==> config.mk <==
export PLATFORM = sky130hd
export DESIGN_NAME = hite_host_flat
export DESIGN_NICKNAME = d
export VERILOG_FILES = /design/src/hite_pkg.sv /design/src/hite_if.sv /design/src/hite_ahb_slave.sv /design/src/hite_host.sv /design/src/flat_wrapper.sv
export SDC_FILE = /design/constraint.sdc
export NUM_CORES = 1
export LEC_CHECK = 0
export ABC_AREA = 1
export BUFFER_PORTS_ARGS = -buffer_cell sky130_fd_sc_hd__buf_2
export CORE_MARGIN = 2
export CORE_UTILIZATION = 35
export CTS_BUF_LIST = sky130_fd_sc_hd__clkbuf_8
export DETAILED_ROUTE_END_ITERATION = 8
export PLACE_DENSITY = 0.74
export SLEW_MARGIN = 15
export SYNTH_ARGS = -nofsm -noshare
export SYNTH_HDL_FRONTEND = slang
export SYNTH_SLANG_ARGS = --single-unit
==> constraint.sdc <==
create_clock -name mclk -period 3.2 [get_ports mclk]
set_input_delay 0.16 -clock mclk [delete_from_list [all_inputs] [get_ports mclk]]
set_output_delay 0.16 -clock mclk [all_outputs]
set_load 0.01 [all_outputs]
==> src/hite_pkg.sv <==
// Shared constants and types for the interrupt-enable and USB test-mode register block.
// Assumes one clock (mclk) and a synchronous active-low reset shared by both ends.
// How it works
// - Attach/detach wake flag gated by bit 7.
// - Overcurrent flag gated by bit 6.
// - Clock-stable flag gated by bit 5.
// - Bus-idle flag gated by bit 4.
// - Remote-wake flag gated by bit 3.
// - Transfer-done flag gated by bit 2.
// - Frame-start flag gated by bit 1.
// - Microframe-start flag gated by bit 0.
// - Interrupt only from set, enabled flags; write clears.
// - Software sets at most one test bit.
// - Software spaces test-register writes 150 ns apart.
// - Test bit 4 selects loopback mode.
// - Test bit 1 forces high-speed K.
// - Test bit 0 forces high-speed J.
// - Test bit 2 then test DMA sends packet.
// - Parameter registers act only in packet mode.
// - Byte count bits 24:8, reset zero, max 1023; the code stores and drives any 17-bit value unchecked.
// - Direction bit 1: 1 memory-to-FIFO, 0 reverse.
// - Go bit 0 starts the test DMA.
// - Memory start address 32 bits, reset zero.
package hite_pkg;
   localparam logic [7:0]  OFS_TEST_CTRL  = 8'h50;
   localparam logic [7:0]  OFS_XFER_PARAM = 8'h70;
   localparam logic [7:0]  OFS_XFER_BASE  = 8'h74;
   localparam logic [7:0]  OFS_IRQ_FLAGS  = 8'hA0;
   localparam logic [7:0]  OFS_IRQ_EN     = 8'hA4;
   localparam logic [7:0]  OFS_LINK_STAT  = 8'hA8;
   localparam int          IRQ_BITS       = 8;
   localparam int          TEST_LOOPBACK  = 4;
   localparam int          TEST_PACKET    = 2;
   localparam int          TEST_FORCE_K   = 1;
   localparam int          TEST_FORCE_J   = 0;
   localparam logic [31:0] TEST_CTRL_MASK = 32'h0000_0017;
   localparam int          COUNT_LSB      = 8;
   localparam int          COUNT_W        = 17;
   localparam logic [16:0] COUNT_MAX      = 17'h003FF;
   localparam int          PARAM_DIR      = 1;
   localparam int          PARAM_GO       = 0;
   localparam logic [31:0] PARAM_MASK     = 32'h01FF_FF03;
   localparam logic [31:0] ZERO_WORD      = 32'h0000_0000;
   localparam int          CLK_PERIOD_PS  = 4000;
   localparam int          WRITE_GAP_PS   = 150000;
   localparam int          WRITE_GAP_CYC  = (WRITE_GAP_PS + CLK_PERIOD_PS - 1) / CLK_PERIOD_PS;
   typedef enum logic [1:0] {
      LS_NORMAL   = 2'b00,
      LS_FORCE_J  = 2'b01,
      LS_FORCE_K  = 2'b10,
      LS_LOOPBACK = 2'b11
   } hite_line_t;
endpackage

==> src/hite_if.sv <==
// Register access link between the controller (host) end and the register bank (device) end.
// Assumes both ends run on the same mclk.
`timescale 1ns/1ps
interface hite_if;
   logic        wrEn;
   logic        rdEn;
   logic [7:0]  addr;
   logic [31:0] wrData;
   logic [31:0] rdData;
   logic        rdValid;
   logic        irq;
   modport dev  (input wrEn, rdEn, addr, wrData, output rdData, rdValid, irq);
   modport host (output wrEn, rdEn, addr, wrData, input rdData, rdValid, irq);
endinterface

==> src/hite_ahb_slave.sv <==
// AHB-Lite slave front end for the controller registers.
// Assumes single word transfers and OKAY response; the owning end adds wait states.
`timescale 1ns/1ps
module hite_ahb_slave
   import hite_pkg::*;
(
   // Clock and reset
   input  wire logic        mclk,
   input  wire logic        rst_b,
   input  wire logic        clkEn,
   // AHB-Lite
   input  wire logic        hsel,
   input  wire logic [7:0]  haddr,
   input  wire logic [1:0]  htrans,
   input  wire logic        hwrite,
   input  wire logic        hready,
   output      logic        hreadyout,
   output      logic        hresp,
   // Register side
   output      logic        regWr,
   output      logic        regRdSel,
   output      logic [7:0]  regAddr
);
   import hite_pkg::*;
   typedef struct packed {
      logic       wrPend;
      logic [7:0] addr;
   } hite_slv_t;
   hite_slv_t st, next_st;
   always_comb begin
      next_st = st;
      if (clkEn && hready) begin
         next_st.wrPend = hsel && htrans[1] && hwrite;
         if (hsel && htrans[1]) begin
            next_st.addr = haddr;
         end
      end
   end
   always_ff @(posedge mclk) begin
      if (!rst_b) begin
         st <= '0;
      end else begin
         st <= next_st;
      end
   end
   assign hreadyout = 1'b1;
   assign hresp     = 1'b0;
   assign regWr     = st.wrPend && clkEn;
   assign regRdSel  = 1'b1;
   assign regAddr   = st.addr;
endmodule

==> src/hite_host.sv <==
// Controller end: software reaches its own registers over AHB-Lite and
// forwards writes and reads to the device bank across hite_if.
// Assumes the device answers a read one cycle after rdEn.
`timescale 1ns/1ps
module hite_host
   import hite_pkg::*;
(
   // Clock and reset
   input  wire logic        mclk,
   input  wire logic        rst_b,
   input  wire logic        clkEn,
   // AHB-Lite
   input  wire logic        hsel,
   input  wire logic [7:0]  haddr,
   input  wire logic [1:0]  htrans,
   input  wire logic        hwrite,
   input  wire logic [2:0]  hsize,
   input  wire logic [31:0] hwdata,
   input  wire logic        hready,
   output      logic        hreadyout,
   output      logic        hresp,
   output      logic [31:0] hrdata,
   // Device link
   hite_if.host             link
);
   import hite_pkg::*;
   typedef struct packed {
      logic        wrEn;
      logic        rdEn;
      logic [7:0]  addr;
      logic [31:0] wrData;
      logic        rdPend;
      logic        irqSync;
      logic [7:0]  gap;
   } hite_host_t;
   hite_host_t st, next_st;
   logic       regWr;
   logic [7:0] regAddr;
   logic       mapped;
   hite_ahb_slave u_slave (
      .mclk      (mclk),
      .rst_b     (rst_b),
      .clkEn     (clkEn),
      .hsel      (hsel),
      .haddr     (haddr),
      .htrans    (htrans),
      .hwrite    (hwrite),
      .hready    (hready),
      .hreadyout (),
      .hresp     (hresp),
      .regWr     (regWr),
      .regRdSel  (),
      .regAddr   (regAddr)
   );
   function automatic logic isTestReg(input logic [7:0] a);
      return a == OFS_TEST_CTRL || a == OFS_XFER_PARAM || a == OFS_XFER_BASE;
   endfunction
   assign mapped = isTestReg(regAddr) || regAddr == OFS_IRQ_FLAGS || regAddr == OFS_IRQ_EN;
   always_comb begin
      next_st = st;
      if (clkEn) begin
         next_st.wrEn    = 1'b0;
         next_st.rdEn    = 1'b0;
         next_st.irqSync = link.irq;
         if (st.gap != 8'h00) begin
            next_st.gap = st.gap - 8'h01;
         end
         // Read data phase ends when the bank answers
         if (link.rdValid) begin
            next_st.rdPend = 1'b0;
         end
         // Forward each mapped write; test registers then load the write-gap count shown as busy in link status
         if (regWr && mapped) begin
            next_st.wrEn   = 1'b1;
            next_st.addr   = regAddr;
            next_st.wrData = hwdata;
            if (isTestReg(regAddr)) begin
               next_st.gap = 8'(WRITE_GAP_CYC);
            end
         end else if (hsel && htrans[1] && !hwrite && hready) begin
            next_st.rdEn   = 1'b1;
            next_st.rdPend = 1'b1;
            next_st.addr   = haddr;
         end
      end
   end
   always_ff @(posedge mclk) begin
      if (!rst_b) begin
         st <= '0;
      end else begin
         st <= next_st;
      end
   end
   // Link status word holds the synchronous interrupt level and write-gap busy
   always_comb begin
      if (regAddr == OFS_LINK_STAT) begin
         hrdata = {30'h0000_0000, st.gap != 8'h00, st.irqSync};
      end else begin
         hrdata = link.rdData;
      end
   end
   // Wait states while frozen or until read data stands
   assign hreadyout   = clkEn && !(st.rdPend && !link.rdValid);
   assign link.wrEn   = st.wrEn;
   assign link.rdEn   = st.rdEn;
   assign link.addr   = st.addr;
   assign link.wrData = st.wrData;
endmodule

==> src/flat_wrapper.sv <==
// flat-port wrapper written by rule: the top's interface ports become plain ports
module hite_host_flat import hite_pkg::*;
  (mclk, rst_b, clkEn, hsel, haddr, htrans, hwrite, hsize, hwdata, hready, hreadyout, hresp, hrdata, link_wrEn, link_rdEn, link_addr, link_wrData, link_rdData, link_rdValid, link_irq);
  hite_if link_i ();
  input  wire logic mclk;
  input  wire logic rst_b;
  input  wire logic clkEn;
  input  wire logic hsel;
  input  wire logic [7:0] haddr;
  input  wire logic [1:0] htrans;
  input  wire logic hwrite;
  input  wire logic [2:0] hsize;
  input  wire logic [31:0] hwdata;
  input  wire logic hready;
  output      logic hreadyout;
  output      logic hresp;
  output      logic [31:0] hrdata;
  output wire logic [$bits(link_i.wrEn)-1:0] link_wrEn;
  output wire logic [$bits(link_i.rdEn)-1:0] link_rdEn;
  output wire logic [$bits(link_i.addr)-1:0] link_addr;
  output wire logic [$bits(link_i.wrData)-1:0] link_wrData;
  input wire logic [$bits(link_i.rdData)-1:0] link_rdData;
  input wire logic [$bits(link_i.rdValid)-1:0] link_rdValid;
  input wire logic [$bits(link_i.irq)-1:0] link_irq;
  assign link_wrEn = link_i.wrEn;
  assign link_rdEn = link_i.rdEn;
  assign link_addr = link_i.addr;
  assign link_wrData = link_i.wrData;
  assign link_i.rdData = link_rdData;
  assign link_i.rdValid = link_rdValid;
  assign link_i.irq = link_irq;
  hite_host u_core (.mclk(mclk), .rst_b(rst_b), .clkEn(clkEn), .hsel(hsel), .haddr(haddr), .htrans(htrans), .hwrite(hwrite), .hsize(hsize), .hwdata(hwdata), .hready(hready), .hreadyout(hreadyout), .hresp(hresp), .hrdata(hrdata), .link(link_i));
endmodule
Word level (Yosys, flattened, before mapping)
Index checks and enable logic that the tools add are counted.
{ "classes": {"add_sub_neg": 1, "n_eq_ne": 6, "muxes": 11, "reduce_logical": 21} }
{ "op_table": {"columns": ["op", "n"], "rows": [
  ["32-bit two-way mux", 1],
  ["8-bit two-way mux", 4],
  ["8-bit by 7-bit equality test with 1-bit output (second input constant)", 3],
  ["8-bit equality test (second input constant)", 3],
  ["1-bit logical AND", 9],
  ["9-bit two-way mux", 1],
  ["8-bit nonzero test", 1],
  ["8-bit by 1-bit subtractor with 8-bit output (second input constant)", 1],
  ["2-bit AND reduction", 3],
  ["1-bit two-way mux", 5],
  ["1-bit logical OR", 4],
  ["1-bit zero test", 3],
  ["2-bit nonzero test", 1]
]} }
{ "totals": {"ff_bits": 61, "inputBits": 85, "output_inout_bits": 76, "word_cells": 48} }

Logic depth before layout (Yosys ltp)
{ "logic_depth": {"ltp_word": 8, "ltp_mapped": 11, "ltp_nobuf": 10} }

Modules after synthesis
From an unflattened synthesis, not the netlist that was laid out.
{ "hier_totals": {"hier_cells": 533, "hier_area_um2": 3517.1} }
{ "by_module_without_submodules": {"columns": ["module", "n_inst", "cells_per_inst", "area_each_um2", "seq_area_each_um2"], "rows": [
  ["hite_host", 1, 458, 3025.4, 1041.0],
  ["hite_ahb_slave", 1, 75, 491.7, 180.2]
]} }

Worst setup path after synthesis
Ideal clock, no wire load.
{ "synth_path": {"path_type": "register -> output", "start": "register u_core.u_slave.st, in the netlist u_core.u_slave.regAddr[0]", "end": "output port hrdata[10]", "t_arrival_ps": 1198, "required_time_ps": 3040, "setup_slack_ps": 1842, "path_stages_with_launch": 5, "path_buffers": 1, "path_cell_list": "dfxtp_1 or2_4 nor4_4 buf_2 nor2_1"} }
{ "synth_between": {"elab_chain_cells": 2} }
{ "synth_rtl": {"columns": ["item", "line_no", "rtl"], "rows": [
  ["start, declared", "hite_ahb_slave.sv:29", "hite_slv_t st, next_st;"],
  ["start signal, assigned", "hite_ahb_slave.sv:43", "st <= next_st;"],
  ["8-bit equality test", "hite_host.sv:96", "if (regAddr == OFS_LINK_STAT) begin"],
  ["32-bit two-way mux", "hite_host.sv:96", null],
  ["end, declared", "flat_wrapper.sv:17", "output logic [31:0] hrdata;"]
]} }
Every way passes these cells.

Worst setup path in the final report
{ "layout_path": {"start": "register u_core.u_slave.st, in the netlist u_core.u_slave.regAddr[0]", "end": "output port hrdata[28]"} }
Same word-level chain as after synthesis.

==> impl_metrics.xml <==
<?xml version="1.0" encoding="UTF-8"?>
<metrics>
  <group name="status">
    <metric name="run_status" unit="">complete, no violations</metric>
  </group>
  <group name="critical_path">
    <metric name="cp_slowest_cell" unit="">nor4_4</metric>
    <metric name="worstReg2RegStart" unit="">u_core.u_slave.regAddr[0]</metric>
    <metric name="cpPeakStageDelay" unit="ps">630</metric>
    <metric name="crit_path_start" unit="">u_core.u_slave.regAddr[0]</metric>
    <metric name="timing.critical_path.cells" unit="">or2_4, nor4_4, buf_4, nor2_1, buf_2</metric>
    <metric name="setup.worst_path.class" unit="">reg -&gt; out</metric>
    <metric name="worstSetupEndpointType" unit="">output port</metric>
    <metric name="timing.critical_path.from_type" unit="">flip-flop</metric>
    <metric name="required" unit="ps">3040</metric>
    <metric name="worst_setup_path_endpoint" unit="">hrdata[28]</metric>
    <metric name="rr_endpoint" unit="">u_core.link.addr[4]</metric>
    <metric name="worst-r2r-setup-slack" unit="ps">1250</metric>
    <metric name="arrival" unit="ps">2120</metric>
    <metric name="crit_path_max_fanout" unit="">20</metric>
    <metric name="reg2reg_depth" unit="">8</metric>
  </group>
  <group name="sta">
    <metric name="final.setup.tns" unit="ps">0</metric>
    <metric name="slew_viol_final" unit="">0</metric>
    <metric name="setup_viol" unit="">0</metric>
    <metric name="grt_setup_unrepaired" unit="">no</metric>
    <metric name="final.setup_skew" unit="ps">9.85</metric>
    <metric name="timing_hold_violations_final" unit="">0</metric>
    <metric name="max_slew_margin" unit="%">50.9</metric>
    <metric name="timing.fmax" unit="GHz">0.438</metric>
    <metric name="setup_slack" unit="ps">915</metric>
    <metric name="final.period_utilization" unit="%">71.4</metric>
    <metric name="least_margin_pin_slew" unit="ps">731</metric>
    <metric name="post-route-min-period" unit="ps">2280</metric>
    <metric name="finalHoldWorstSlack" unit="ps">48.5</metric>
  </group>
  <group name="final_layout">
    <metric name="num-fill-cells" unit="">883</metric>
    <metric name="finish.utilization" unit="%">44.2</metric>
    <metric name="antenna-diode-count" unit="">0</metric>
    <metric name="regArea" unit="um^2">1220</metric>
    <metric name="nets" unit="">652</metric>
    <metric name="design_area" unit="um^2">3880</metric>
    <metric name="multiInputGateArea" unit="um^2">1310</metric>
    <metric name="final_instance_count_excl_fillers" unit="">679</metric>
    <metric name="area.growth.synth_to_final" unit="%">22.0</metric>
    <metric name="drive_above_1_share" unit="%">31.9</metric>
  </group>
  <group name="place">
    <metric name="hpwlAfterDp" unit="um">5560</metric>
    <metric name="placed_cells" unit="">663</metric>
    <metric name="post-place-ws" unit="ps">1150</metric>
    <metric name="placed_cell_area" unit="um^2">3670</metric>
    <metric name="gp_congestion" unit="">0.829</metric>
    <metric name="io_buffer_count" unit="">155</metric>
  </group>
  <group name="cts">
    <metric name="post-cts-setup-buffers" unit="">0</metric>
    <metric name="clock_latency" unit="ps">340</metric>
    <metric name="clk_transition_reported_paths" unit="ps">60</metric>
    <metric name="ctsLongestPathBuffers" unit="">2</metric>
    <metric name="post_cts_resized" unit="">0</metric>
    <metric name="numCtsBuffers" unit="">9</metric>
    <metric name="clockRootBuffer" unit="">clkbuf_8</metric>
    <metric name="cts_tree" unit="">built</metric>
    <metric name="cts_sinks" unit="">61</metric>
    <metric name="htreeDepth" unit="">3</metric>
    <metric name="cts-hold-fix-buffers" unit="">0</metric>
  </group>
  <group name="global_routing">
    <metric name="grt_util_met3" unit="%">4.08</metric>
    <metric name="grt_use_total" unit="%">16.1</metric>
    <metric name="grt_antenna_before_repair" unit="">0</metric>
    <metric name="grt_start_max_net_pins" unit="">41</metric>
    <metric name="grt-ovfl-total" unit="">0</metric>
    <metric name="vias_in_the_first_global_route" unit="">2912</metric>
    <metric name="global_route_wire_length_before_repair" unit="um">12900</metric>
    <metric name="global_route.usage.met1" unit="%">18.7</metric>
    <metric name="grt.met2_usage" unit="%">27.9</metric>
    <metric name="global_route.peak_usage_layer" unit="">met2</metric>
  </group>
  <group name="route">
    <metric name="dr.pass1.iters" unit="">4</metric>
    <metric name="detail-route-antenna-nets" unit="">0</metric>
    <metric name="vias" unit="">3112</metric>
    <metric name="dr.first_iter.drc_count" unit="">81</metric>
    <metric name="drt-wirelength-per-cell" unit="um">11.6</metric>
    <metric name="routed_wirelength" unit="um">7850</metric>
    <metric name="remaining_drc_errors" unit="">0</metric>
    <metric name="avgViaCountPerCell" unit="">4.58</metric>
  </group>
  <group name="logic_synthesis">
    <metric name="synth.avg_cell_area" unit="um^2">6.89</metric>
    <metric name="yosys.cell_count.top_type" unit="">nor2_1</metric>
    <metric name="yosysTopAreaCell" unit="">dfxtp_1</metric>
    <metric name="synth_fp_nets" unit="">547</metric>
    <metric name="synth_top_cells_by_area" unit="">dfxtp_1 38%, nor2_1 12%, buf_4 9.7%</metric>
    <metric name="mappedNetlistArea" unit="um^2">3180</metric>
    <metric name="synthesis.yosys.warnings" unit="">0</metric>
    <metric name="synth-async-reset-ratio" unit="%">0</metric>
    <metric name="synthTopCellsByCount" unit="">100 x nor2_1, 61 x dfxtp_1, 55 x inv_1, 52 x a21oi_1, 44 x nand2_1</metric>
    <metric name="yosys_most_used_dff" unit="">dfxtp_1</metric>
    <metric name="ys_seq_area_share" unit="%">38.4</metric>
    <metric name="synth_edf_count" unit="">0</metric>
    <metric name="number_of_instances_in_the_synthesized_netlist" unit="">461</metric>
    <metric name="synth_top_area_share" unit="%">38.4</metric>
    <metric name="ys_ff_latch" unit="">61</metric>
    <metric name="synth_cell_types" unit="">29</metric>
  </group>
  <group name="floorplanning">
    <metric name="floorplan.core_area" unit="um^2">8760</metric>
    <metric name="num_rows" unit="">34</metric>
    <metric name="starting_density" unit="%">36.3</metric>
    <metric name="die-area" unit="um^2">9860</metric>
    <metric name="ios" unit="">161</metric>
    <metric name="die_x" unit="um">99.3</metric>
    <metric name="dieHeight" unit="um">99.3</metric>
  </group>
  <group name="run">
    <metric name="cap_viol_max_count" unit="">0</metric>
  </group>
  <group name="power">
    <metric name="clock_power_share" unit="%">33.3</metric>
    <metric name="pwr-share-comb" unit="%">26.2</metric>
    <metric name="ir_worst_vdd" unit="mV">0.273</metric>
    <metric name="pwr-share-seq" unit="%">40.5</metric>
    <metric name="finalPower" unit="mW">2.09</metric>
    <metric name="power.net_switching" unit="mW">0.666</metric>
    <metric name="power_leakage" unit="nW">2.06</metric>
    <metric name="p_per_area" unit="nW/um^2">539</metric>
    <metric name="power.internal" unit="mW">1.42</metric>
    <metric name="power.share.switching" unit="%">31.9</metric>
  </group>
  <group name="hold_path">
    <metric name="timing.hold.worst.start" unit="">link_irq</metric>
    <metric name="hold_path_class" unit="">in -&gt; reg</metric>
    <metric name="whs_path_depth" unit="">3</metric>
  </group>
</metrics>
==> worst min path at each step <==
stage | end | slack, ps
after floorplan | u_core.st[2] | 290
after global placement | u_core.st[8] | 390
after detailed placement | u_core.st[8] | 400
after CTS | u_core.st[8] | 40
after global routing | u_core.link.wrData[14] | 60
final | u_core.st[8] | 50
==> layout make-up <==
| class | instances | share of cell area (%) |
|---|---|---|
| flip-flops and latches | 61 | 31.5 |
| inverters | 57 | 5.52 |
| well taps | 108 | 3.49 |
| repair buffers | 157 | 20.4 |
| clock inverters | 5 | 1.32 |
| clock buffers | 11 | 3.90 |
| multi-input cells | 280 | 33.9 |
==> cells in the final DEF, fill, tap and decap left out, types with 2 or more instances in the layout <==
| master | Yosys | routed |
|---|---|---|
| xor2_1 | 2 | 2 |
| nand2_2 | 2 | 2 |
| o21ai_1 | 10 | 10 |
| nand2_1 | 44 | 44 |
| dfxtp_1 | 61 | 61 |
| inv_1 | 55 | 57 |
| nor3_1 | 2 | 2 |
| buf_4 | 41 | 2 |
| buf_2 | 12 | 155 |
| nand4_1 | 2 | 2 |
| nor2_1 | 100 | 100 |
| clkbuf_8 | 0 | 11 |
| nand3_1 | 18 | 18 |
| nand2_4 | 4 | 4 |
| a21oi_1 | 52 | 52 |
| o21ai_0 | 35 | 35 |
==> registers in the layout, indices dropped and copies added, names as in the netlist <==
register / flops
u_core.link.wrData: 32
u_core.st: 10
u_core.link.addr: 8
u_core.u_slave.regAddr: 8
u_core.link.rdEn: 1
u_core.link.wrEn: 1
u_core.u_slave.st: 1
==> per-layer routing <==
layer	wire (um)	vias up
li1	-	1617
met1	3390	1369
met2	3770	115
met3	550	11
met4	138	0
met5	0	-
==> kinds of logic after synthesis <==
group / Yosys count / share of synthesized area (%)
flops: 61 / 38.4
buf+inv: 120 / 20.2
simple gates: 177 / 24.5
compound gates: 99 / 15.8
other cells: 1 / 0.118
xor+xnor: 2 / 0.551
fa+ha+maj: 1 / 0.394
==> critical path: cells and delay by family (launching register included) <==
family        cells  cell delay [ps]
buf+inv           2              490
flops             1              310
simple gates      3              990
==> power groups by stage <==
stage / clock, mW / sequential [mW] / combinational (mW)
3_5_place_dp: 0 / 0.861 / 0.535
3_3_place_gp: 0 / 0.859 / 0.515
4_1_cts: 0.716 / 0.845 / 0.539
5_1_grt: 0.760 / 0.852 / 0.626
6_report: 0.696 / 0.846 / 0.546
2_1_floorplan: 0 / 0.854 / 0.396
Note: power is estimated with default switching activity, not from simulation.
